`config.mk`:
```
export PLATFORM = sky130hd
export DESIGN_NAME = usspi_top
export DESIGN_NICKNAME = d
export VERILOG_FILES = /design/src/pkg/usspi_pkg.sv /design/src/design/usspi_top.sv /design/src/design/usspi_insync.sv
export SDC_FILE = /design/constraint.sdc
export NUM_CORES = 1
export LEC_CHECK = 0
export BUFFER_PORTS_ARGS = -buffer_cell sky130_fd_sc_hd__buf_2
export CORE_AREA = 2 2 95 97
export DETAILED_ROUTE_END_ITERATION = 16
export DIE_AREA = 0 0 97 99
export PLACE_DENSITY = 0.83
export SLEW_MARGIN = 20
export SYNTH_ARGS = -nofsm -noshare
export SYNTH_HDL_FRONTEND = slang
export SYNTH_SLANG_ARGS = --single-unit
export TNS_END_PERCENT = 50
```
`constraint.sdc`:
```
create_clock -name sys_clk_i -period 6.24 [get_ports sys_clk_i]
set_clock_uncertainty 0.2 [all_clocks]
set_input_delay 0 -clock sys_clk_i [delete_from_list [all_inputs] [get_ports sys_clk_i]]
set_output_delay 0 -clock sys_clk_i [all_outputs]
set_load 0.05 [all_outputs]
```
`src/pkg/usspi_pkg.sv`:
```
// Purpose: shared constants and types of the master-only SPI serial port
// Assumes: 8-bit register port, word indices as register offsets
// Notes:   register indices and the baud split are local choices
package usspi_pkg;

  // register indices on the plain register port
  localparam logic [2:0] REG_STATUS_A  = 3'h0;
  localparam logic [2:0] REG_CONTROL_B = 3'h1;
  localparam logic [2:0] REG_CONTROL_C = 3'h2;
  localparam logic [2:0] REG_DATA      = 3'h3;
  localparam logic [2:0] REG_BAUD_LO   = 3'h4;
  localparam logic [2:0] REG_BAUD_HI   = 3'h5;

  // serial_status_a fields
  localparam int RXC_BIT  = 7;
  localparam int TXC_BIT  = 6;
  localparam int UDRE_BIT = 5;

  // serial_control_b fields
  localparam int RXCIE_BIT = 7;
  localparam int TXCIE_BIT = 6;
  localparam int TX_BUFFER_EMPTY_IRQ_ENABLE_BIT = 5;
  localparam int RXEN_BIT  = 4;
  localparam int TXEN_BIT  = 3;

  // serial_control_c fields
  localparam int MODE_HI_BIT = 7;
  localparam int MODE_LO_BIT = 6;
  localparam int ORDER_BIT   = 2;
  localparam int CPHA_BIT    = 1;
  localparam int CPOL_BIT    = 0;

  // mode select encodings
  localparam logic [1:0] MODE_ASYNC = 2'h0;
  localparam logic [1:0] MODE_SYNC  = 2'h1;
  localparam logic [1:0] MODE_RSVD  = 2'h2;
  localparam logic [1:0] MODE_MSPI  = 2'h3;

  // reset values
  localparam logic [7:0]  CONTROL_B_RST = 8'h00;
  localparam logic [7:0]  CONTROL_C_RST = 8'h06;
  localparam logic [11:0] BAUD_RST      = 12'h000;

  // frame shape: 8 bits, two clock edges per bit
  localparam int          FRAME_BITS = 8;
  localparam logic [3:0]  LAST_EDGE  = 4'hF;
  localparam logic [1:0]  RX_DEPTH   = 2'h2;
  localparam int          BAUD_W     = 12;
  localparam int          BAUD_HI_W  = 4;

  // decoded serial_control_c, travels as one word
  typedef struct packed {
    logic [1:0] mode;
    logic       order;
    logic       cpha;
    logic       cpol;
  } usspi_cfg_t;

  typedef enum logic {ST_IDLE, ST_SHIFT} usspi_state_t;

endpackage

```
`src/design/usspi_top.sv`:
```
// Purpose: serial port in master SPI mode with registers and pins
// Assumes: one system clock, register port answers reads next cycle
// Notes:   only the master SPI mode moves data; other modes stay idle
`timescale 1ns/100ps

// How it works
// mode field 11 selects master SPI; 00, 01, 10 leave the shifter idle
// order, phase and polarity arrive in the same write as the mode
// order bit one shifts LSB first, zero shifts MSB first
// phase bit picks sampling on the leading or trailing clock edge
// polarity sets clock idle level; with phase fixes setup and sample
// transmit holds one buffered word while the shifter sends another
// receive keeps two buffered words beyond the receive shifter
// no write-collision indication exists in this mode
// no double-speed control; speed comes only from the baud divisor
// master only: the block drives the transfer clock while in mode 11 with the transmitter enabled
// receive-complete flag is high while unread receive data remain
// disabling the receiver flushes its buffer and clears the flag
// transmit-complete sets when shifter and buffer are empty
// buffer-empty flag shows room in transmit buffer, set after reset
// each interrupt needs its enable, the global flag and its flag
// enabled receiver takes over the data-in pin
// receiver alone makes no transfers; transmitter makes the clock
// transmitter owns data-out pin; disable waits until all is sent
// software writes zeros to reserved control and status bits
// data-out, data-in and clock pins; no slave-select input
// every frame has exactly eight data bits
// data write starts a transfer; word moves when shifter is ready
// receive overflow drops the newest word, keeps the older ones
// frame, overrun and parity error bits always read zero
// clock line toggles every baud divisor plus one system clocks
module usspi_top
  import usspi_pkg::*;
(
  input  wire logic       sys_clk_i,
  input  wire logic       arst_n_i,
  input  wire logic       clk_en_i,
  input  wire logic [2:0] reg_addr_i,
  input  wire logic [7:0] reg_wdata_i,
  input  wire logic       reg_we_i,
  input  wire logic       reg_re_i,
  output logic      [7:0] reg_rdata_o,
  input  wire logic       global_irq_en_i,
  input  wire logic       txc_irq_ack_i,
  output logic            rxc_irq_o,
  output logic            txc_irq_o,
  output logic            udre_irq_o,
  input  wire logic       serial_in_pin_i,
  output logic            serial_in_own_o,
  output logic            serial_out_pin_o,
  output logic            serial_out_oe_o,
  output logic            transfer_clock_pin_o,
  output logic            transfer_clock_oe_o
);

  logic [7:0]            ctrl_b_q;
  usspi_cfg_t            cfg_q;
  logic [BAUD_W-1:0]     baud_q;
  logic [7:0]            tx_buf_q;
  logic                  tx_full_q;
  logic                  tx_own_q;
  logic                  txc_q;
  usspi_state_t          st_q;
  logic [7:0]            tx_sr_q;
  logic [7:0]            rx_sr_q;
  logic [7:0]            rx_sr_d;
  logic [3:0]            edge_q;
  logic [BAUD_W-1:0]     div_q;
  logic [7:0]            rx_mem_q [2];
  logic [1:0]            rx_cnt_q;
  logic [1:0]            rx_base;
  logic                  din;
  logic                  mspi;
  logic                  wr_data;
  logic                  rd_data;
  logic                  tick;
  logic                  leading;
  logic                  sample_ev;
  logic                  setup_ev;
  logic                  load;
  logic                  frame_done;
  logic                  push;
  logic                  pop;
  logic                  rxc;
  logic                  udre;
  logic                  cur_bit;

  // data-in pin crosses into the system clock here
  usspi_insync u_insync (
    .sys_clk_i (sys_clk_i),
    .arst_n_i  (arst_n_i),
    .clk_en_i  (clk_en_i),
    .pin_i     (serial_in_pin_i),
    .level_o   (din)
  );

  // only mode 11 runs the shifter
  assign mspi    = (cfg_q.mode == MODE_MSPI);
  assign wr_data = reg_we_i && (reg_addr_i == REG_DATA);
  assign rd_data = reg_re_i && (reg_addr_i == REG_DATA);

  // flag follows buffer fill level
  assign rxc  = (rx_cnt_q != 2'h0);
  // empty whenever the buffer word is free
  assign udre = !tx_full_q;

  // half period elapses every baud+1 clocks
  assign tick    = (st_q == ST_SHIFT) && (div_q == baud_q);
  assign leading = !edge_q[0];
  // phase zero samples leading edges, phase one trailing
  assign sample_ev = tick && (leading ^ cfg_q.cpha);
  // setup on the other edge, none after the last edge
  assign setup_ev  = (tick && !(leading ^ cfg_q.cpha) &&
                      (edge_q != LAST_EDGE)) || (load && !cfg_q.cpha);
  // sixteen edges make eight bits
  assign frame_done = tick && (edge_q == LAST_EDGE);
  // only a live transmitter starts frames
  // buffered word moves over when the shifter is idle
  assign load = mspi && tx_own_q && tx_full_q && (st_q == ST_IDLE);
  // bit taken from the end that order selects
  assign cur_bit = cfg_q.order ? tx_sr_q[0] : tx_sr_q[FRAME_BITS-1];

  // receive shifter next value, order decides which end fills
  always_comb begin
    rx_sr_d = rx_sr_q;
    if (sample_ev) begin
      // same order for receive
      if (cfg_q.order) begin
        rx_sr_d = {din, rx_sr_q[7:1]};
      end else begin
        rx_sr_d = {rx_sr_q[6:0], din};
      end
    end
  end

  // whole control word taken in one write
  // no double-speed bit: baud divisor alone sets the rate
  always_ff @(posedge sys_clk_i or negedge arst_n_i) begin
    if (!arst_n_i) begin
      ctrl_b_q <= CONTROL_B_RST;
      cfg_q    <= '{mode:  CONTROL_C_RST[MODE_HI_BIT:MODE_LO_BIT],
                    order: CONTROL_C_RST[ORDER_BIT],
                    cpha:  CONTROL_C_RST[CPHA_BIT],
                    cpol:  CONTROL_C_RST[CPOL_BIT]};
      baud_q   <= BAUD_RST;
    end else if (clk_en_i && reg_we_i) begin
      case (reg_addr_i)
        REG_CONTROL_B: ctrl_b_q <= reg_wdata_i;
        REG_CONTROL_C: begin
          cfg_q <= '{mode:  reg_wdata_i[MODE_HI_BIT:MODE_LO_BIT],
                     order: reg_wdata_i[ORDER_BIT],
                     cpha:  reg_wdata_i[CPHA_BIT],
                     cpol:  reg_wdata_i[CPOL_BIT]};
        end
        REG_BAUD_LO: baud_q[7:0] <= reg_wdata_i;
        REG_BAUD_HI: baud_q[BAUD_W-1:8] <= reg_wdata_i[BAUD_HI_W-1:0];
        default: ;
      endcase
    end
  end

  // one-word transmit buffer beside the shifter
  // a write to a full buffer is dropped with no collision flag
  always_ff @(posedge sys_clk_i or negedge arst_n_i) begin
    if (!arst_n_i) begin
      tx_buf_q  <= 8'h00;
      tx_full_q <= 1'b0;
    end else if (clk_en_i) begin
      if (load) begin
        tx_full_q <= 1'b0;
      end else if (wr_data && !tx_full_q && tx_own_q && mspi) begin
        tx_buf_q  <= reg_wdata_i;
        tx_full_q <= 1'b1;
      end
    end
  end

  // enable takes effect at once, disable waits for idle
  always_ff @(posedge sys_clk_i or negedge arst_n_i) begin
    if (!arst_n_i) begin
      tx_own_q <= 1'b0;
    end else if (clk_en_i) begin
      if (ctrl_b_q[TXEN_BIT]) begin
        tx_own_q <= 1'b1;
      end else if (!tx_full_q && (st_q == ST_IDLE)) begin
        tx_own_q <= 1'b0;
      end
    end
  end

  // shift engine; baud changes mid-frame take hold at the next compare
  always_ff @(posedge sys_clk_i or negedge arst_n_i) begin
    if (!arst_n_i) begin
      st_q    <= ST_IDLE;
      tx_sr_q <= 8'h00;
      rx_sr_q <= 8'h00;
      edge_q  <= 4'h0;
      div_q   <= BAUD_RST;
    end else if (clk_en_i) begin
      rx_sr_q <= rx_sr_d;
      case (st_q)
        ST_IDLE: begin
          edge_q <= 4'h0;
          div_q  <= BAUD_RST;
          if (load) begin
            st_q <= ST_SHIFT;
            // phase zero puts the first bit out at load, so skip it here
            if (!cfg_q.cpha) begin
              tx_sr_q <= cfg_q.order ? {1'b0, tx_buf_q[7:1]}
                                     : {tx_buf_q[6:0], 1'b0};
            end else begin
              tx_sr_q <= tx_buf_q;
            end
          end
        end
        ST_SHIFT: begin
          if (!mspi) begin
            // leaving the mode aborts the frame
            st_q <= ST_IDLE;
          end else if (tick) begin
            div_q  <= BAUD_RST;
            edge_q <= edge_q + 4'h1;
            if (frame_done) begin
              st_q <= ST_IDLE;
            end
          end else begin
            div_q <= div_q + {{(BAUD_W-1){1'b0}}, 1'b1};
          end
          if (setup_ev) begin
            tx_sr_q <= cfg_q.order ? {1'b0, tx_sr_q[7:1]}
                                   : {tx_sr_q[6:0], 1'b0};
          end
        end
        default: st_q <= ST_IDLE;
      endcase
    end
  end

  // clock driven here in mode 11 with the transmitter on, idle level from polarity
  // data on the out pin, clock on the clock pin
  always_ff @(posedge sys_clk_i or negedge arst_n_i) begin
    if (!arst_n_i) begin
      transfer_clock_pin_o <= CONTROL_C_RST[CPOL_BIT];
      transfer_clock_oe_o  <= 1'b0;
      serial_out_pin_o     <= 1'b1;
      serial_out_oe_o      <= 1'b0;
      serial_in_own_o      <= 1'b0;
    end else if (clk_en_i) begin
      transfer_clock_oe_o <= mspi && tx_own_q;
      serial_out_oe_o     <= tx_own_q;
      // receiver takes the data-in pin while enabled
      serial_in_own_o     <= ctrl_b_q[RXEN_BIT];
      if (st_q == ST_IDLE) begin
        // idle level
        transfer_clock_pin_o <= cfg_q.cpol;
      end else if (tick) begin
        transfer_clock_pin_o <= !transfer_clock_pin_o;
      end
      if (setup_ev) begin
        serial_out_pin_o <= load ? (cfg_q.order ? tx_buf_q[0] : tx_buf_q[7])
                                 : cur_bit;
      end
    end
  end

  // two-entry receive buffer: head at index zero
  assign pop     = clk_en_i && rd_data && rxc;
  assign push    = frame_done && ctrl_b_q[RXEN_BIT];
  assign rx_base = rx_cnt_q - {1'b0, pop};

  // shifter plus two held words
  // a full buffer ignores the newest word
  always_ff @(posedge sys_clk_i or negedge arst_n_i) begin
    if (!arst_n_i) begin
      rx_cnt_q <= 2'h0;
      for (int i = 0; i < 2; i++) begin
        rx_mem_q[i] <= 8'h00;
      end
    end else if (clk_en_i) begin
      if (!ctrl_b_q[RXEN_BIT]) begin
        // disabled receiver flushes the buffer
        rx_cnt_q <= 2'h0;
      end else begin
        for (int i = 0; i < 2; i++) begin
          if (pop && i == 0) begin
            rx_mem_q[0] <= rx_mem_q[1];
          end
          if (push && rx_base < RX_DEPTH && rx_base == 2'(i)) begin
            rx_mem_q[i] <= rx_sr_d;
          end
        end
        if (push && rx_base < RX_DEPTH) begin
          rx_cnt_q <= rx_base + 2'h1;
        end else begin
          rx_cnt_q <= rx_base;
        end
      end
    end
  end

  // set when all is sent; set beats a same-cycle clear
  always_ff @(posedge sys_clk_i or negedge arst_n_i) begin
    if (!arst_n_i) begin
      txc_q <= 1'b0;
    end else if (clk_en_i) begin
      if (frame_done && !tx_full_q) begin
        txc_q <= 1'b1;
      end else if (txc_irq_ack_i || (reg_we_i &&
               reg_addr_i == REG_STATUS_A && reg_wdata_i[TXC_BIT])) begin
        txc_q <= 1'b0;
      end
    end
  end

  // read mux, data valid the cycle after the strobe
  // error bits and reserved bits read zero
  always_ff @(posedge sys_clk_i or negedge arst_n_i) begin
    if (!arst_n_i) begin
      reg_rdata_o <= 8'h00;
    end else if (clk_en_i) begin
      reg_rdata_o <= 8'h00;
      if (reg_re_i) begin
        case (reg_addr_i)
          REG_STATUS_A:  reg_rdata_o <= {rxc, txc_q, udre, 5'h00};
          REG_CONTROL_B: reg_rdata_o <= {ctrl_b_q[7:3], 3'h0};
          REG_CONTROL_C: reg_rdata_o <= {cfg_q.mode, 3'h0, cfg_q.order,
                                         cfg_q.cpha, cfg_q.cpol};
          REG_DATA:      reg_rdata_o <= rx_mem_q[0];
          REG_BAUD_LO:   reg_rdata_o <= baud_q[7:0];
          REG_BAUD_HI:   reg_rdata_o <= {4'h0, baud_q[BAUD_W-1:8]};
          default:       reg_rdata_o <= 8'h00;
        endcase
      end
    end
  end

  // each request needs enable, global flag and source flag
  always_ff @(posedge sys_clk_i or negedge arst_n_i) begin
    if (!arst_n_i) begin
      rxc_irq_o  <= 1'b0;
      txc_irq_o  <= 1'b0;
      udre_irq_o <= 1'b0;
    end else if (clk_en_i) begin
      rxc_irq_o  <= ctrl_b_q[RXCIE_BIT] && global_irq_en_i && rxc;
      txc_irq_o  <= ctrl_b_q[TXCIE_BIT] && global_irq_en_i && txc_q;
      udre_irq_o <= ctrl_b_q[TX_BUFFER_EMPTY_IRQ_ENABLE_BIT] && global_irq_en_i && udre;
    end
  end
endmodule

```
`src/design/usspi_insync.sv`:
```
// Purpose: bring the serial input pin into the system clock domain
// Assumes: pin is asynchronous to sys_clk_i
// Notes:   output moves only when stages two and three agree
`timescale 1ns/100ps
module usspi_insync
  import usspi_pkg::*;
(
  input  wire logic sys_clk_i,
  input  wire logic arst_n_i,
  input  wire logic clk_en_i,
  input  wire logic pin_i,
  output logic      level_o
);

  logic s1_q;
  logic s2_q;
  logic s3_q;

  // three stages; the first one feeds only the second
  always_ff @(posedge sys_clk_i or negedge arst_n_i) begin
    if (!arst_n_i) begin
      s1_q <= 1'b0;
      s2_q <= 1'b0;
      s3_q <= 1'b0;
    end else if (clk_en_i) begin
      s1_q <= pin_i;
      s2_q <= s1_q;
      s3_q <= s2_q;
    end
  end

  // accept a change only once it has held for two samples
  always_ff @(posedge sys_clk_i or negedge arst_n_i) begin
    if (!arst_n_i) begin
      level_o <= 1'b0;
    end else if (clk_en_i && (s2_q == s3_q)) begin
      level_o <= s3_q;
    end
  end

endmodule

```
# After elaboration in Yosys (flattened, before gate mapping)
# Cells that the tools add are included.
dict set report classes {
  muxes 36
  n_addsub 4
  n_lt_le_gt_ge 1
  reduce_logical 61
  n_eq_ne 15
  bitwise 3
}
# operator count
set ops {}
lappend ops {{two-way mux 8 bit} 10}
lappend ops {{case mux 8 bit (6 select lines)} 1}
lappend ops {{logical AND 1 bit} 32}
lappend ops {{two-way mux 12 bit} 2}
lappend ops {{case mux 12 bit (2 select lines)} 1}
lappend ops {{AND reduction 2 bit} 10}
lappend ops {{case mux 8 bit (2 select lines)} 1}
lappend ops {{two-way mux 1 bit} 15}
lappend ops {{AND reduction 3 bit} 5}
lappend ops {{adder 12 x 1 -> 12 bit, second input constant} 1}
lappend ops {{equality test 12 bit} 1}
lappend ops {{nonzero test 2 bit} 5}
lappend ops {{two-way mux 4 bit} 2}
lappend ops {{case mux 4 bit (2 select lines)} 1}
lappend ops {{equality test 3 x 2 -> 1 bit, second input constant} 2}
lappend ops {{equality test 3 bit, second input constant} 2}
lappend ops {{inequality test 2 x 1 -> 1 bit, second input constant} 3}
lappend ops {{logical NOT 1 bit} 5}
lappend ops {{adder 4 x 1 -> 4 bit, second input constant} 1}
lappend ops {{equality test 4 bit, second input constant} 1}
lappend ops {{two-way mux 2 bit} 2}
lappend ops {{inequality test 4 bit, second input constant} 1}
lappend ops {{equality test 3 x 1 -> 1 bit, second input constant} 1}
lappend ops {{logical NOT 3 bit} 1}
lappend ops {{other kinds (12)} 14}
dict set report word_totals {
  ff_bits 107
}

# Logic depth before layout (Yosys ltp)
dict set report logic_depth {
  depth_word 10
  mapped_depth 11
  ltp_nobuf 11
}

# Modules after synthesis
# A second synthesis with hierarchy kept.
dict set report hier_totals {
  hier_cells 518
  area_unflattened_um2 5550.3
}
# mod cells_each area_each_um2 seq_area_each_um2 n_inst
set modules_own_cells {}
lappend modules_own_cells {usspi_top 508 5393.9 2506.2 1}
lappend modules_own_cells {usspi_insync 10 156.4 100.1 1}

# Worst setup path after synthesis
# No wires, ideal clock.
dict set report synth_path {
  path_type {register -> register}
  start {reg rx_cnt_q[1]}
  end {reg rx_mem_q[14] (netlist bit)}
  stages_incl_launch_ff 10
  t_required_ps 5912
  setup_time_ps 128
  synth_period_minus_slack_ps 2636
  arrival_time_ps 2308
  n_path_buf 0
  setup_slack_ps 3604
  path_cell_list {dfrtp_1 -> o2111a_1 -> ha_1 -> xnor2_1 -> ha_1 -> nand4_1 -> nor4_2 -> o21ai_1 -> nand2_1 -> nand3_1}
}
dict set report synth_via {
  elab_chain_cells 8
  word_cells_on_any_way 10
  cone_classes {add/sub: 1; order compare: 1; mux: 1; reduce/logical: 7}
}
# item line_no
set synth_lines {}
lappend synth_lines {{from (decl)} usspi_top.sv:70} ;# logic [1:0] rx_cnt_q;
lappend synth_lines {{from (signal assigned)} usspi_top.sv:293} ;# rx_cnt_q <= rx_base + 2'h1;
lappend synth_lines {{from (signal assigned)} usspi_top.sv:295} ;# rx_cnt_q <= rx_base;
lappend synth_lines {{nonzero test 2 bit} usspi_top.sv:103} ;# assign rxc = (rx_cnt_q != 2'h0);
lappend synth_lines {{logical AND 1 bit} usspi_top.sv:267} ;# assign pop = clk_en_i && rd_data && rxc;
lappend synth_lines {{subtractor 2 x 1 -> 2 bit} usspi_top.sv:269} ;# assign rx_base = rx_cnt_q - {1'b0, pop};
lappend synth_lines {{< comparator 2 bit} usspi_top.sv:288} ;# if (push && rx_base < RX_DEPTH && rx_base == 2'(i)) begin
lappend synth_lines {{logical AND 1 bit (2 in series)} usspi_top.sv:288}
lappend synth_lines {{nonzero test 2 bit (no source line)} --}
lappend synth_lines {{AND reduction 3 bit (no source line)} --}
lappend synth_lines {{to (signal, indexed assignment)} usspi_top.sv:289} ;# rx_mem_q[i] <= rx_sr_d;
lappend synth_lines {{to (decl)} usspi_top.sv:69} ;# logic [7:0] rx_mem_q [2];
# Parallel ways exist; a longest one is shown, timed or not.
# A chain may end at the register's enable or synchronous reset.

# Final worst setup path
dict set report layout_path {
  start {in reg_addr_i[1]}
  end {reg rx_mem_q[9] (netlist bit)}
}
dict set report layout_via {
  elab_chain_cells 10
  word_cells_on_any_way 12
  cone_classes {add/sub: 1; order compare: 1; eq/ne: 1; mux: 1; reduce/logical: 8}
}
# item line_no
set layout_lines {}
lappend layout_lines {{from (decl)} usspi_top.sv:38} ;# input wire logic [2:0] reg_addr_i,
lappend layout_lines {{equality test 3 x 2 -> 1 bit *} usspi_top.sv:100} ;# assign rd_data = reg_re_i && (reg_addr_i == REG_DATA);
lappend layout_lines {{logical AND 1 bit *} usspi_top.sv:100}
lappend layout_lines {{logical AND 1 bit * (2 in series)} usspi_top.sv:267}
lappend layout_lines {{subtractor 2 x 1 -> 2 bit} usspi_top.sv:269}
lappend layout_lines {{< comparator 2 bit} usspi_top.sv:288}
lappend layout_lines {{logical AND 1 bit (2 in series)} usspi_top.sv:288}
lappend layout_lines {{nonzero test 2 bit (no source line)} --}
lappend layout_lines {{AND reduction 3 bit (no source line)} --}
# Every way passes the cells marked *; elsewhere a longest branch is shown, timed or not.

==> summary.md <==
| Metric | Value |
|---|---|
| Status | finished clean |
| H-tree level count | 3 |
| Fillers | just under 600 |
| Top_reg_cell synth | dfrtp_1 |
| Grt total ovfl | 0 |
| Critical Path RT | 6300 ps |
| Reg2reg end | rx_mem_q[9] |
| Crit Path Category | input port to flop |
| Critical-path maximum fanout | 13 |
| TritonCTS clock tree | yes |
| Post-synth cell types | 46 |
| Avg Inst Size Synth | approximately 10 um^2 |
| Fin crit share | 0.596 |
| Via density | roughly 6.2 |
| Post-CTS sizing | 0 |
| Routed WL | between 10,000 and 15,000 um |
| Post-DRT Antenna Nets | 0 |
| CTS root buffer | clkbuf_8 |
| Wire per inst | between 15 and 20 um |
| Max-slew headroom | 0.393 |
| Launching point of the worst reg2reg path | rx_cnt_q[1] |
| Util after Layout | 0.705 |
| RSZ-0062 raised after global routing | false |
| Clock latency on the worst-skew pair | approximately 370 ps |
| Leak pwr | 0.00273 uW |
| Power Density | around 250 nW/um^2 |
| Starting density of the core | 0.632 |
| IO Pins | 35 |
| R2R cell count | 9 |
| Endpoints failing setup | 0 |
| Row cnt | 34 |
| Post-Syn Nets | between 500 and 600 |
| Clk slew on worst S/H paths | 100 ps |
| Nets | 601 |
| End of the worst hold path | txc_irq_o |
| Register area share after synthesis | 0.482 |
| Dpl hpwl | approximately 8400 um |
| Number of synthesized flops with an enable pin | 0 |
| Worst setup EP type | flop |
| Synth Register Bits | 104 |
| Worst hold path type | input port to flop |
| Die extent in x | 97 um |
| Pins over their slew limit | 0 |
| Top cells by area, synth | dfrtp_1 (47%), mux2_2 (9.0%), mux2i_1 (5.6%), nand2_1 (4.9%), o21ai_0 (4.3%) |
| Share of synthesized flip-flops with an asynchronous set or reset | 1.00 |
| Initial antenna violation count | 0 |
| Hold depth | 3 |
| Global router's overall resource usage | 0.276 |
| Max Fclk | ~0.27 GHz |
| MaxCap Viol Count | 0 |
| CTS Buffer Depth | 2 |
| # diodes | 0 |
| Die Area | between 9000 and 10,000 um^2 |
| Core area | between 8000 and 9000 um^2 |
| DR iter-0 viols | 379 |
| Synth top area share | 0.467 |
| Crit path time final | 3720 ps |
| Post-CTS setup buffers | 0 |
| Cells after Synth | approximately 540 |
| First-pass GRT wire length | about 21,000 um |
| P&R area growth vs syn | 11.5% |
| IO Port Bufs | 34 |
| Clk sink count | approximately 100 |
| Hold wc startpoint | clk_en_i |
| Register area | 2610 um^2 |
| Inst Count DP | between 600 and 700 |
| Max VDD drop | 0.104 mV |
| Layout cells sized above 1 | 0.180 |
| Total CTS buffers | 9 |
| Worst-Margin Slew | between 900 and 1000 ps |
| Height of the die | just under 100 um |
| Remaining DRCs | 0 |
| Number of global-route vias before repair | roughly 4,300 |
| Worst Path Arrival | 3780 ps |
| Startpoint types | input port |
| R2R Setup Slk | slightly below 3000 ps |
| Fin cells | 690 |
| Area of the multi-input gates | 2620 um^2 |
| Syn. warnings | 0 |
| Hold Fails Final Rpt | 0 |
| Placer Congestion | 0.871 |
| Setup TNS | 0 ps |
| Area leader, netlist | dfrtp_1 |
| Cts hold-fix bufs | 18 |
| Detailed Routing Iterations Pass 1 | 5 |
| Cell Area, Synth | 5410 um^2 |
| Routed vias | between 4,000 and 5,000 |
| Largest net degree at the start of global routing | 74 |
-- worst max-delay path by stage --
| stage | depth (start not counted) | slack, ps | end | startpoint |
|---|---|---|---|---|
| 4_1_cts | 13 | 2590 | rx_mem_q[9] | reg_addr_i[1] |
| 3_5_place_dp | 12 | 2790 | rx_mem_q[13] | reg_addr_i[1] |
| 6_report | 13 | 2520 | rx_mem_q[9] | reg_addr_i[1] |
| 2_1_floorplan | 9 | 3600 | rx_mem_q[14] | rx_cnt_q[1] |
| 3_3_place_gp | 12 | 3050 | rx_mem_q[9] | reg_addr_i[1] |
| 5_1_grt | 13 | 2120 | rx_mem_q[9] | reg_addr_i[1] |
-- cell usage in the layout (no fill, tap or decap), types with 3 or more instances in the layout --
master,netlist,final
nand3_1,24,24
nor2b_1,11,11
xor2_1,3,3
and2_1,5,5
dfstp_2,3,3
buf_2,4,33
and3_1,4,4
a22o_1,7,7
nand2b_1,3,3
o21ai_0,47,47
dfrtp_1,101,100
a21oi_1,11,11
xnor2_1,23,23
dlygate4sd3_1,0,17
nand2_1,70,70
a22oi_1,8,8
o22ai_1,8,8
nand4_1,15,15
inv_1,24,24
o2111ai_1,9,9
a221oi_1,4,4
nor2_1,34,34
ha_1,5,5
clkbuf_8,0,9
mux2_2,43,43
mux2i_1,30,30
-- cells in the mapped netlist, types with 8 or more instances --
cell and count:
inv_1 24, a22oi_1 8, o22ai_1 8, nand3_1 24
o2111ai_1 9, o21ai_0 47, nand2_1 70, clkbuf_1 18
mux2_2 43, xnor2_1 23, a21oi_1 11, dfrtp_1 101
nor2b_1 11, mux2i_1 30, nor2_1 34, nand4_1 15
-- state kept, by name (all words and copies together) (netlist names), 2 cells and up --
name and count:
tx_sr_q 8, ctrl_b_q 5, baud_q 12, cfg_q 5, reg_rdata_o 8, edge_q 4, rx_mem_q 16, rx_sr_q 8
tx_buf_q 8, div_q 12, rx_cnt_q 2
-- stage by stage --
step                hold slack (ps)  setup slack (ps)  cell area, um^2  power (uW)
floorplan                      -496              3600             5410         975
global placement               -248              3050             5610        1040
detailed placement             -242              2790             5610        1060
CTS                            41.9              2590             6020        1510
global route                   86.6              2120             6030        1580
finish                         52.1              2520             6030        1520
-- worst max-delay path: stages --
cell and delay, ps:
dlygate4sd3_1 530, buf_2 240, nor2b_1 380, and2_1 290
o2111a_1 270, ha_1 220, xnor2_1 220, ha_1 250
nand4_1 110, nor4_2 630, o21ai_1 370, nand2_1 190
nand3_1 80
-- layer usage --
metal,global-route usage,share of wire,vias up
met5,0,0,-
met2,0.433,0.48,189
met4,0.0856,0.015,0
met1,0.398,0.44,2094
met3,0.0482,0.074,25
li1,-,-,2000
-- where the power goes --
part	switching, uW	internal [uW]	leakage, uW
logic	131	112	0.00125
registers	84.1	731	0.00137
clock network	231	227	0.000104
-- cell families after synthesis --
logic type,Yosys count,synth area share
compound gates,105,0.123
xor+xnor,26,0.0421
fa+ha+maj,5,0.0116
buf+inv,52,0.0379
flops,104,0.482
mux,74,0.149
simple gates,175,0.154
-- cell type report --
cell class                 count  share of cell area
clock buffer                  11              0.0218
sequential                   104               0.432
timing repair buffer          53              0.0614
multi-input combinational    385               0.434
inverter                      24              0.0149
tap                          108              0.0224
clock inverter                 5              0.0135
(Power assumes the default switching activity.)
